**config.mk**
```make
export PLATFORM = sky130hd
export DESIGN_NAME = twi_engine
export DESIGN_NICKNAME = d
export VERILOG_FILES = /design/src/rtl/twi_pkg.sv /design/src/rtl/twi_fifo.sv /design/src/rtl/twi_engine.sv
export SDC_FILE = /design/constraint.sdc
export NUM_CORES = 1
export LEC_CHECK = 0
export ABC_AREA = 1
export BUFFER_PORTS_ARGS = -buffer_cell sky130_fd_sc_hd__buf_2
export CORE_MARGIN = 4
export CORE_UTILIZATION = 40
export DETAILED_ROUTE_END_ITERATION = 12
export PLACE_DENSITY = 0.65
export SKIP_LAST_GASP = 1
export SLEW_MARGIN = 20
export SYNTH_ARGS = -nofsm -noshare
export SYNTH_HDL_FRONTEND = slang
export SYNTH_SLANG_ARGS = --single-unit
```
**constraint.sdc**
```tcl
create_clock -name mclk -period 3.6 [get_ports mclk]
set_clock_uncertainty 0.05 [all_clocks]
set_input_delay 0.18 -clock mclk [delete_from_list [all_inputs] [get_ports mclk]]
set_output_delay 0.18 -clock mclk [all_outputs]
set_load 0.01 [all_outputs]
```
**src/rtl/twi_pkg.sv**
```systemverilog
/*
  Constants shared by the two-wire serial engine: control bit positions,
  reset values, sequencer states and divider figures.
  Assumes a single 20 MHz clock mclk; the divider steps once per mclk.
*/
package twi_pkg;
  // ==========================================================
  // control register 2 bit positions
  localparam int START_BIT   = 0;
  localparam int RSTART_BIT  = 1;
  localparam int STOP_BIT    = 2;
  localparam int RECV_BIT    = 3;
  localparam int ACKSEND_BIT = 4;
  localparam int ACKDATA_BIT = 5;
  localparam int ACKSTAT_BIT = 6;
  localparam int GENERAL_CALL_ENABLE_BIT    = 7;
  // status bits
  localparam int UA_BIT      = 1;
  localparam int BF_BIT      = 0;
  // ==========================================================
  // mode select codes
  localparam logic [3:0] MODE_MASTER  = 4'h8;
  localparam logic [3:0] MODE_SLAVE7  = 4'h6;
  localparam logic [3:0] MODE_SLAVE10 = 4'h7;
  // ==========================================================
  // reset values and fixed values
  localparam logic [7:0] GCALL_ADDR   = 8'h00;
  localparam logic [6:0] RELOAD_RESET = 7'h00;
  localparam logic [7:0] BYTE_RESET   = 8'h00;
  localparam logic [3:0] BITS_PER_BYTE = 4'h8;
  // ==========================================================
  // fifo
  localparam int FIFO_WIDTH = 8;
  localparam int FIFO_DEPTH = 16;
  // ==========================================================
  // master sequencer states, one-hot
  typedef enum logic [8:0] {
    M_IDLE  = 9'h001,
    M_START = 9'h002,
    M_RST   = 9'h004,
    M_STOP  = 9'h008,
    M_TX    = 9'h010,
    M_RX    = 9'h020,
    M_ACK   = 9'h040,
    M_HOLD  = 9'h080,
    M_WAIT  = 9'h100
  } mstate_type;
endpackage

```
**src/rtl/twi_fifo.sv**
```systemverilog
/*
  Flip-flop FIFO with valid/ready on both sides.
  Assumes one clock and a synchronous active-low reset.
*/
`timescale 1ns/1ps
`default_nettype none
module twi_fifo #(
  parameter int WIDTH = 8,
  parameter int DEPTH = 16
) (
  // clock and reset
  input  wire logic             mclk,
  input  wire logic             rstn,
  // fill side
  input  wire logic             inValid,
  output logic                  inReady,
  input  wire logic [WIDTH-1:0] inData,
  // drain side
  output logic                  outValid,
  input  wire logic             outReady,
  output logic      [WIDTH-1:0] outData
);
  localparam int AW = $clog2(DEPTH);
  logic [WIDTH-1:0] mem_q [DEPTH];
  logic [WIDTH-1:0] mem_d [DEPTH];
  logic [AW-1:0]    wr_q, wr_d, rd_q, rd_d;
  logic [AW:0]      cnt_q, cnt_d;
  logic             push, pop;

  // ==========================================================
  // pointer and storage next values
  always_comb
  begin
    push    = inValid && inReady;
    pop     = outValid && outReady;
    mem_d   = mem_q;
    wr_d    = wr_q;
    rd_d    = rd_q;
    if (push)
    begin
      mem_d[wr_q] = inData;
      wr_d = wr_q + 1'b1;
    end
    if (pop)
      rd_d = rd_q + 1'b1;
    cnt_d = cnt_q + (AW+1)'(push) - (AW+1)'(pop);
  end

  // honest full and empty
  assign inReady  = (cnt_q != (AW+1)'(DEPTH));
  assign outValid = (cnt_q != '0);
  assign outData  = mem_q[rd_q];

  // register only
  always_ff @(posedge mclk)
  begin
    if (!rstn)
    begin
      wr_q  <= '0;
      rd_q  <= '0;
      cnt_q <= '0;
      for (int i = 0; i < DEPTH; i++)
        mem_q[i] <= '0;
    end
    else
    begin
      wr_q  <= wr_d;
      rd_q  <= rd_d;
      cnt_q <= cnt_d;
      mem_q <= mem_d;
    end
  end
endmodule // twi_fifo
`default_nettype wire

```
**src/rtl/twi_engine.sv**
```systemverilog
/*
  Two-wire serial engine: master sequencer with reload divider and
  clock arbitration, slave address and general call recognition,
  clock hold through clock_release. Transmit bytes arrive through a
  16-word FIFO. Assumes mclk 20 MHz, inputs synchronous to mclk,
  bus line levels resolved outside from the enables.
*/
// Notes on behaviour
// (RULE1) clearing clock release holds clock only after line already sampled low
// (RULE2) held clock stays low until release set and line seen high; here it is let go as soon as release is set
// (RULE3) all-zero address with write bit is the general call
// (RULE4) received address compared with own address and general call if enabled
// (RULE5) general call copies shift to receive buffer, buffer full, flag on ninth; here flag on falling edge of the eighth clock
// (RULE6) ten-bit normal address sets update flag; general call skips it
// (RULE7) master runs only when master mode selected and enabled, pins as inputs
// (RULE8) start and stop seen clear on reset or disable; claim when idle
// (RULE9) buffer write during a start is dropped and sets write collision
// (RULE10) interrupt flag on start, stop, byte, acknowledge sent, repeated start
// (RULE11) transfer ends with stop or repeated start without releasing bus
// (RULE12) software loads address with read/write bit, then 8-bit bytes
// (RULE13) receiving master sends acknowledge; transmitting master takes one
// (RULE14) slave acknowledge stored in acknowledge status, flag after ninth clock
// (RULE15) start enable generates start, waits, then flags completion
// (RULE16) stop enable generates stop and flags once complete
// (RULE17) divider reload is the low 7 bits of the address register
// (RULE18) buffer write starts divider; counts to zero, stops, reloads automatically
// (RULE19) divider steps twice per instruction cycle, once per mclk here
// (RULE20) after acknowledge the divider stops and clock keeps last state
// (RULE21) software never programs a reload of zero
// (RULE22) one clock period is two divider rollovers
// (RULE23) released clock pauses divider until sampled high, then reloads
// (RULE24) write collision stays set until software clears it
// (RULE25) reset or disable idles sequencer, stops divider, releases lines
`timescale 1ns/1ps
`default_nettype none
module twi_engine (
  // clock and reset
  input  wire logic                 mclk,
  input  wire logic                 rstn,
  // configuration
  input  wire logic                 moduleEnable,
  input  wire logic [3:0]           modeSelect,
  input  wire logic                 pinDirSclIn,
  input  wire logic                 pinDirSdaIn,
  input  wire logic [7:0]           addressReload,
  input  wire logic                 generalCallEnable,
  input  wire logic                 clockRelease,
  input  wire logic                 ackData,
  // one-cycle commands
  input  wire logic                 startEnable,
  input  wire logic                 rstartEnable,
  input  wire logic                 stopEnable,
  input  wire logic                 recvEnable,
  input  wire logic                 ackEnable,
  input  wire logic                 intClear,
  input  wire logic                 wcolClear,
  input  wire logic                 rxRead,
  // transmit byte stream
  input  wire logic                 txValid,
  output logic                      txReady,
  input  wire logic [7:0]           txData,
  // status
  output logic [7:0]                rxBuffer,
  output logic                      bufferFull,
  output logic                      ackStatus,
  output logic                      serialIntFlag,
  output logic                      writeCollision,
  output logic                      updateAddress,
  output logic                      generalCallHit,
  output logic                      startSeen,
  output logic                      stopSeen,
  output logic                      busyStart,
  // bus lines
  input  wire logic                 sclIn,
  output logic                      sclOut,
  output logic                      sclOe,
  input  wire logic                 sdaIn,
  output logic                      sdaOut,
  output logic                      sdaOe
);
  import twi_pkg::*;

  // ==========================================================
  // helpers
  function automatic logic gcMatch(input logic [7:0] b, input logic en);
    gcMatch = en && (b == GCALL_ADDR);
  endfunction

  logic       active;
  logic       fifoValid, fifoReady;
  logic [7:0] fifoData;

  // ==========================================================
  // transmit fifo; stalls the source when full
  twi_fifo #(.WIDTH(FIFO_WIDTH), .DEPTH(FIFO_DEPTH)) txFifo (
    .mclk     (mclk),
    .rstn     (rstn),
    .inValid  (txValid && !busyStart), // (RULE9) write dropped during start
    .inReady  (txReady),
    .inData   (txData),
    .outValid (fifoValid),
    .outReady (fifoReady),
    .outData  (fifoData)
  );

  // (RULE7) master gating
  assign active = moduleEnable && (modeSelect == MODE_MASTER) && pinDirSclIn && pinDirSdaIn;

  // ==========================================================
  // master state
  mstate_type st_q, st_d;
  logic [6:0] brg_q, brg_d;
  logic       brgRun_q, brgRun_d;
  logic       phase_q, phase_d;       // 0 = low half, 1 = high half
  logic [3:0] bit_q, bit_d;
  logic [7:0] sh_q, sh_d;
  logic [1:0] step_q, step_d;
  logic       sclLow_q, sclLow_d;     // drive scl low
  logic       sdaLow_q, sdaLow_d;     // drive sda low
  logic       rel_q, rel_d;           // scl release awaits high sample
  logic       brgZero, brgTick, lastBit;

  assign brgZero = (brg_q == 7'h00);
  // (RULE19) one step per mclk equals Q2 and Q4 rate
  assign brgTick = brgRun_q && brgZero;
  // receive ends after eight clocks, transmit after the ninth
  assign lastBit = (st_q == M_RX) ? (bit_q == BITS_PER_BYTE - 4'h1) : (bit_q == BITS_PER_BYTE);

  always_comb
  begin
    st_d     = st_q;
    brg_d    = brg_q;
    brgRun_d = brgRun_q;
    phase_d  = phase_q;
    bit_d    = bit_q;
    sh_d     = sh_q;
    step_d   = step_q;
    sclLow_d = sclLow_q;
    sdaLow_d = sdaLow_q;
    rel_d    = rel_q;
    fifoReady = 1'b0;
    // (RULE18) count down to zero then stop
    if (brgRun_q && !brgZero)
      brg_d = brg_q - 7'h01;
    // (RULE23) paused until scl seen high, then reload
    if (rel_q && sclIn)
    begin
      rel_d    = 1'b0;
      // (RULE17) low 7 bits reload
      brg_d    = addressReload[6:0];
      brgRun_d = 1'b1;
    end
    case (st_q)
      M_IDLE:
      begin
        step_d = 2'd0;
        // (RULE15) start enable
        if (startEnable && sclIn && sdaIn)
        begin
          st_d = M_START;
          brg_d = addressReload[6:0];
          brgRun_d = 1'b1;
        end
      end
      M_HOLD:
      begin
        // (RULE18) buffer write starts divider
        if (fifoValid)
        begin
          fifoReady = 1'b1;
          sh_d   = fifoData;
          bit_d  = 4'h0;
          phase_d = 1'b0;
          st_d   = M_TX;
          sdaLow_d = !fifoData[7];
          brg_d  = addressReload[6:0];
          brgRun_d = 1'b1;
        end
        else if (recvEnable)
        begin
          bit_d  = 4'h0;
          phase_d = 1'b0;
          sdaLow_d = 1'b0;
          st_d   = M_RX;
          brg_d  = addressReload[6:0];
          brgRun_d = 1'b1;
        end
        else if (ackEnable)
        begin
          // (RULE13) receiving master sends acknowledge
          sdaLow_d = !ackData;
          phase_d = 1'b0;
          st_d   = M_ACK;
          brg_d  = addressReload[6:0];
          brgRun_d = 1'b1;
        end
        // (RULE11) (RULE16) stop or repeated start
        else if (stopEnable)
        begin
          sdaLow_d = 1'b1;
          step_d = 2'd0;
          st_d   = M_STOP;
          brg_d  = addressReload[6:0];
          brgRun_d = 1'b1;
        end
        else if (rstartEnable)
        begin
          sdaLow_d = 1'b0;
          step_d = 2'd0;
          st_d   = M_RST;
          brg_d  = addressReload[6:0];
          brgRun_d = 1'b1;
        end
      end
      M_START:
        if (brgTick)
        begin
          if (step_q == 2'd0)
          begin
            sdaLow_d = 1'b1;
            step_d = 2'd1;
            brg_d  = addressReload[6:0];
          end
          else
          begin
            sclLow_d = 1'b1;
            brgRun_d = 1'b0;
            st_d   = M_HOLD;
          end
        end
      M_RST, M_STOP:
        if (brgTick)
        begin
          // (RULE11) bus stays claimed through repeated start
          if (step_q == 2'd0)
          begin
            sclLow_d = 1'b0;
            rel_d  = 1'b1;
            brgRun_d = 1'b0;
            step_d = 2'd1;
          end
          else if (step_q == 2'd1)
          begin
            sdaLow_d = (st_q == M_RST);
            brg_d  = addressReload[6:0];
            step_d = 2'd2;
          end
          else
          begin
            brgRun_d = 1'b0;
            sclLow_d = (st_q == M_RST);
            st_d   = (st_q == M_RST) ? M_HOLD : M_IDLE;
          end
        end
      M_TX, M_RX, M_ACK:
        if (brgTick)
        begin
          if (!phase_q)
          begin
            // (RULE22) low half is one rollover
            sclLow_d = 1'b0;
            rel_d  = 1'b1;
            brgRun_d = 1'b0;
            phase_d = 1'b1;
          end
          else
          begin
            // falling edge ends the high half
            sclLow_d = 1'b1;
            phase_d = 1'b0;
            brg_d  = addressReload[6:0];
            if (st_q == M_ACK)
            begin
              // (RULE20) stop divider after acknowledge
              brgRun_d = 1'b0;
              st_d   = M_HOLD;
            end
            else if (lastBit)
            begin
              // (RULE14) last clock ends the byte: ninth for transmit, eighth for receive
              brgRun_d = 1'b0;
              st_d   = M_HOLD;
              sdaLow_d = 1'b0;
            end
            else
            begin
              bit_d = bit_q + 4'h1;
              if (st_q == M_TX)
              begin
                sh_d = {sh_q[6:0], 1'b0};
                sdaLow_d = (bit_q + 4'h1 == BITS_PER_BYTE) ? 1'b0 : !sh_q[6];
              end
            end
          end
        end
      M_WAIT:
        st_d = M_IDLE;
      default:
        st_d = M_IDLE;
    endcase
    // (RULE25) disable idles sequencer, stops divider, drops line drives
    if (!active)
    begin
      st_d = M_IDLE;
      brgRun_d = 1'b0;
      sclLow_d = 1'b0;
      sdaLow_d = 1'b0;
      rel_d = 1'b0;
    end
  end

  // ==========================================================
  // flags: set wins over intClear, wcolClear and rxRead
  logic       sif_q, sif_d, write_collision_flag_q, write_collision_flag_d, ack_q, ack_d;
  logic       bf_q, bf_d, ua_q, ua_d, gc_q, gc_d, ss_q, ss_d, ps_q, ps_d;
  logic [7:0] rx_q, rx_d;
  logic       sclPrev_q, sdaPrev_q, sclEdgeUp, sclEdgeDn;
  logic       hold_q, hold_d;
  logic [3:0] sbit_q, sbit_d;
  logic [7:0] ssh_q, ssh_d;
  logic       addrPhase_q, addrPhase_d;

  // update flag clears when software changes the address
  logic [7:0] addrSeen_q;
  function automatic logic updateAddressPending();
    updateAddressPending = (addrSeen_q == addressReload);
  endfunction

  assign sclEdgeUp = sclIn && !sclPrev_q;
  assign sclEdgeDn = !sclIn && sclPrev_q;

  always_comb
  begin
    sif_d = sif_q && !intClear;
    // (RULE24) collision sticky until cleared
    write_collision_flag_d = write_collision_flag_q && !wcolClear;
    ack_d = ack_q;
    bf_d  = bf_q && !rxRead;
    ua_d  = ua_q;
    gc_d  = gc_q;
    ss_d  = ss_q;
    ps_d  = ps_q;
    rx_d  = rx_q;
    hold_d = hold_q;
    sbit_d = sbit_q;
    ssh_d = ssh_q;
    addrPhase_d = addrPhase_q;
    // (RULE9) write during start is refused
    if (txValid && (st_q == M_START || st_q == M_RST))
      write_collision_flag_d = 1'b1;
    // (RULE10) completion events
    if (brgTick && ((st_q == M_START && step_q == 2'd1) ||
        (st_q == M_RST && step_q == 2'd2) || (st_q == M_STOP && step_q == 2'd2)))
      sif_d = 1'b1;
    if (brgTick && phase_q && (st_q == M_ACK ||
        ((st_q == M_TX || st_q == M_RX) && lastBit)))
      sif_d = 1'b1;
    // (RULE14) take slave acknowledge on ninth clock
    if (st_q == M_TX && bit_q == BITS_PER_BYTE && sclEdgeUp)
      ack_d = sdaIn;
    if (st_q == M_RX && bit_q != BITS_PER_BYTE && sclEdgeUp)
      rx_d = {rx_q[6:0], sdaIn};
    if (st_q == M_RX && lastBit && brgTick && phase_q)
      bf_d = 1'b1;
    // bus condition detection
    if (sclIn && sclPrev_q && sdaPrev_q && !sdaIn)
    begin
      ss_d = 1'b1;
      gc_d = 1'b0;
      ps_d = 1'b0;
      sbit_d = 4'h0;
      addrPhase_d = 1'b1;
    end
    if (sclIn && sclPrev_q && !sdaPrev_q && sdaIn)
    begin
      ps_d = 1'b1;
      ss_d = 1'b0;
      addrPhase_d = 1'b0;
    end
    // slave side address recognition
    if (modeSelect != MODE_MASTER && sclEdgeUp && addrPhase_q)
    begin
      ssh_d = {ssh_q[6:0], sdaIn};
      sbit_d = sbit_q + 4'h1;
      if (sbit_q == 4'h7)
      begin
        addrPhase_d = 1'b0;
        // (RULE3) all zero with write bit
        // (RULE4) own address or general call
        if (gcMatch({ssh_q[6:0], sdaIn}, generalCallEnable))
        begin
          // (RULE5) copy to buffer at eighth bit
          rx_d = {ssh_q[6:0], sdaIn};
          bf_d = 1'b1;
          gc_d = 1'b1;
        end
        else if ({ssh_q[6:0], sdaIn} == addressReload)
        begin
          rx_d = {ssh_q[6:0], sdaIn};
          bf_d = 1'b1;
          gc_d = 1'b0;
          // (RULE6) ten-bit mode asks for new address
          if (modeSelect == MODE_SLAVE10)
            ua_d = 1'b1;
        end
        else
          sbit_d = 4'h9; // no match: no eighth-clock flag
      end
    end
    // (RULE5) flag on falling edge of the eighth clock
    if (modeSelect != MODE_MASTER && sclEdgeDn && sbit_q == 4'h8)
    begin
      sif_d = 1'b1;
      sbit_d = 4'h9;
    end
    if (ua_q && !updateAddressPending())
      ua_d = 1'b0;
    // (RULE1) hold only once line seen low
    if (!clockRelease && !sclIn)
      hold_d = 1'b1;
    // (RULE2) let go as soon as release set
    if (clockRelease && hold_q)
      hold_d = 1'b0;
    // (RULE8) clear on disable
    if (!moduleEnable)
    begin
      ss_d = 1'b0;
      ps_d = 1'b0;
      hold_d = 1'b0;
    end
  end


  // ==========================================================
  // register every group
  always_ff @(posedge mclk)
  begin
    if (!rstn)
    begin
      st_q <= M_IDLE;
      brg_q <= RELOAD_RESET;
      brgRun_q <= 1'b0;
      phase_q <= 1'b0;
      bit_q <= 4'h0;
      sh_q <= BYTE_RESET;
      step_q <= 2'd0;
      sclLow_q <= 1'b0;
      sdaLow_q <= 1'b0;
      rel_q <= 1'b0;
      sif_q <= 1'b0;
      write_collision_flag_q <= 1'b0;
      ack_q <= 1'b0;
      bf_q <= 1'b0;
      ua_q <= 1'b0;
      gc_q <= 1'b0;
      ss_q <= 1'b0;
      ps_q <= 1'b0;
      rx_q <= BYTE_RESET;
      hold_q <= 1'b0;
      sbit_q <= 4'h0;
      ssh_q <= BYTE_RESET;
      addrPhase_q <= 1'b0;
      sclPrev_q <= 1'b1;
      sdaPrev_q <= 1'b1;
      addrSeen_q <= BYTE_RESET;
    end
    else
    begin
      st_q <= st_d;
      brg_q <= brg_d;
      brgRun_q <= brgRun_d;
      phase_q <= phase_d;
      bit_q <= bit_d;
      sh_q <= sh_d;
      step_q <= step_d;
      sclLow_q <= sclLow_d;
      sdaLow_q <= sdaLow_d;
      rel_q <= rel_d;
      sif_q <= sif_d;
      write_collision_flag_q <= write_collision_flag_d;
      ack_q <= ack_d;
      bf_q <= bf_d;
      ua_q <= ua_d;
      gc_q <= gc_d;
      ss_q <= ss_d;
      ps_q <= ps_d;
      rx_q <= rx_d;
      hold_q <= hold_d;
      sbit_q <= sbit_d;
      ssh_q <= ssh_d;
      addrPhase_q <= addrPhase_d;
      sclPrev_q <= sclIn;
      sdaPrev_q <= sdaIn;
      addrSeen_q <= (ua_d && !ua_q) ? addressReload : addrSeen_q;
    end
  end

  // ==========================================================
  // outputs; lines are open drain, output value always low
  assign sclOut = 1'b0;
  assign sdaOut = 1'b0;
  assign sclOe  = sclLow_q || hold_q;
  assign sdaOe  = sdaLow_q;
  assign rxBuffer = rx_q;
  assign bufferFull = bf_q;
  assign ackStatus = ack_q;
  assign serialIntFlag = sif_q;
  assign writeCollision = write_collision_flag_q;
  assign updateAddress = ua_q;
  assign generalCallHit = gc_q;
  assign startSeen = ss_q;
  assign stopSeen = ps_q;
  assign busyStart = (st_q == M_START) || (st_q == M_RST);
endmodule // twi_engine
`default_nettype wire

```
==> impl_results.md <==
- Outcome: completed
- Power share of the clock group: a little over two fifths
- Worst setup EP type: register
- Root buf cell: clkbuf_16
- Setup_tns: 0 ns
- Main synth FF type: dfxtp_1
- Most common cell after layout, fill and taps aside: a21oi_1
- Share of layout cells above drive strength 1: around 11%
- Cell area after layout: 12270 sq um
- Vias in the first global route: 9411
- Remaining Overflow, GRT: 0
- Most frequent cells in the layout: a21oi_1, o21ai_0, dfxtp_1, inv_1, nand2_1
- Critical path data required time: 3.97 ns
- PortBufs: 58
- Gr usage total: around a fifth
- First-pass GRT wire length: 49.11 mm
- Mean Syn Cell Area: between 7 and 8 sq um
- Cts bufs inserted: 25
- Synth Instances: roughly 1500
- Final antenna diode count: 0
- Final Max Tran Viols: 0
- VDD IR-drop max: approximately 0.00032 V
- CORE AREA: 26950 sq um
- Post-synth EDFFs: 0
- Largest net degree at the start of global routing: 82
- HPWL after DPL: between 15 and 20 mm
- Fin crit share: 81.46%
- RR Startpoint: st_q[7]$_SDFFE_PN0P_
- Register area share after synthesis: 38.94%
- CTS tree: done
- Resized Gates After CTS: 0
- Min-Delay Path Class: in2reg
- Sink Count: between 200 and 250
- Initial core utilization: approximately two fifths
- Gpl congestion: slightly above 0.9
- Yosys synthesis warning count: 0
- Row count: 60
- Crit path max fanout: 20
- Total Nets Final: 1614
- Source of the critical timing path: st_q[7]$_SDFFE_PN0P_
- Wire per inst: about 16 um
- Clock slew at reported path FFs: 0.06 ns
- Vias per std cell: around 5.2
- Fmax: 0.3410 GHz
- Leakage: 0.004687 uW
- Hold Slack: about 0.033 ns
- Slew @ Worst Pin: 0.8052 ns
- Hold_sp: sdaIn
- Mapped Area: 10950 sq um
- Initial antenna violation count: 0
- Ports: between 60 and 70
- Data arrival time of the worst path: 3.30 ns
- Power Density: ~450 nW/um^2
- Post-CTS setup buffer count: 0
- 1st-iter DRT viols: 848
- Combinational power share: 11.5%
- CTS Buffer Depth: 3
- Seq pwr share: 44.7%
- Clk Latency, worst-skew pair: 0.54 ns
- Final hold violations: 0
- Routed Antenna Nets: 0
- Die Wd: 173.5 um
- Vias after detailed routing: between 10000 and 15000
- Placed Area: 11300 sq um
- # setup viols final: 0
- Max H-tree Level: 1
- Internal power: 4067 uW
- Max-Slew Margin vs Limit: 46.24%
- Family with the most delay on the worst path: simple AND/OR/NAND/NOR gates
- CP max-delay cell: dlygate4sd3_1
- Final WL: 29.81 mm
- Setup CP Type: reg2reg
- Die ar.: 30080 sq um
- RSZ-0062 raised after global routing: no
- Startpoint Class: register
- Area Overhead vs Synth: 12.10%
- Sw frac: between 20% and 30%
- Ys async rst share: 0%
- Fill cell total of the finished layout: 2733
- First-pass detailed-route iteration total: 5
- DRC viols: 0
- Max_cap viols: 0
- Flops & latches, synth: 213
- CP Cell Sequence: nor2_2, nand3_2, nor2_8, nor2_4, nand2_2, inv_2, nor2_4, nor2_2, nand2_2, nand2_1, nand2_1, nor2_1, dlygate4sd3_1
- Final Util: between 40% and 50%
- Max incr delay on CP: around 0.54 ns
- Die height: 173.5 um
- Period minus WS final: 2.933 ns
- Switching pwr: 1496 uW
- Synth unique cells: 50
- WP buf/inv: 2
-- worst min-delay path, cell delays in order --
cell and delay, ns:
buf_2 0.16, o21ai_0 0.17, a21oi_1 0.05
-- synthesized netlist by cell type (12+ instances only) --
library cell  count  area (sq um)
a21oi_1         232          1161
clkbuf_1         53         198.9
dfxtp_1         213          4264
ha_1             17         212.7
inv_1           203         762.0
nand2_1         175         656.9
nand3_1          75         375.4
nand4_1          15         93.84
nor2_1          112         420.4
nor2_4           12         135.1
o211ai_1         21         157.7
o21ai_0         223          1116
o21ai_1          22         110.1
-- through the flow --
step	cells	setup WS, ns	power (uW)
floorplan	1527	1.032	3007
global placement	1851	0.8304	3145
detailed placement	1851	0.7511	3162
CTS	1916	0.7063	5624
global route	1916	0.4810	5806
finish	1916	0.6675	5563
-- layout make-up --
| type | count | area, sq um | area share [%] |
|---|---|---|---|
| inverters | 215 | 807.0 | 6.575 |
| clock inverters | 8 | 86.33 | 0.7034 |
| well taps | 341 | 426.7 | 3.476 |
| repair buffers | 87 | 573.1 | 4.669 |
| clock buffers | 37 | 690.7 | 5.627 |
| multi-input cells | 1015 | 5425 | 44.20 |
| flip-flops and latches | 213 | 4265 | 34.75 |
-- registers in the layout (all words and copies together) (netlist names), 2 cells and up --
signal        flops
st_q              8
txFifo.mem_q    128
addrSeen_q        8
sh_q              7
bit_q             4
step_q            2
rxBuffer          8
ssh_q             7
sbit_q            4
txFifo.cnt_q      5
brg_q             7
txFifo.wr_q       4
txFifo.rd_q       4
-- logic make-up after synthesis --
kind of cell	share of synthesized area, %
DFF	38.94
buffers and inverters	11.54
and+or+nand+nor	21.11
muxes	0.1028
AOI/OAI and AO/OA	24.87
adders and majority gates	2.125
xor gates and xnor gates	1.280
other	0.03425
-- worst paths after layout --
check,cells after the start,slack [ns],to
hold reg to reg,2,0.39,txFifo.mem_q[54]$_SDFFE_PN0P_
hold / removal,3,0.03,ackStatus$_SDFFE_PN0P_
setup reg to reg,13,0.67,st_q[6]$_SDFFE_PN0P_
setup / recovery,13,0.67,st_q[6]$_SDFFE_PN0P_
-- power groups by stage --
stage / sequential [uW] / combinational, uW / clock (uW)
after floorplan: 2530 / 480 / 0
after global placement: 2540 / 609 / 0
after detailed placement: 2540 / 623 / 0
after CTS: 2490 / 641 / 2500
after global routing: 2490 / 729 / 2580
final: 2490 / 640 / 2440
-- per-layer routing --
layer	share of wire (%)	vias to the layer above	track usage (%)
li1	-	5143	-
met1	46	4585	25.73
met2	47	274	32.88
met3	4.7	48	2.465
met4	2.3	0	5.088
met5	0	-	0
-- timing repair --
item | 4_1_cts | 5_1_grt
endpoints found under the hold margin | 25 | 0
endpoints found under the setup margin | 0 | 0
hold buffers | 20 | 0
No activity file was read; power rests on OpenSTA's default activity.
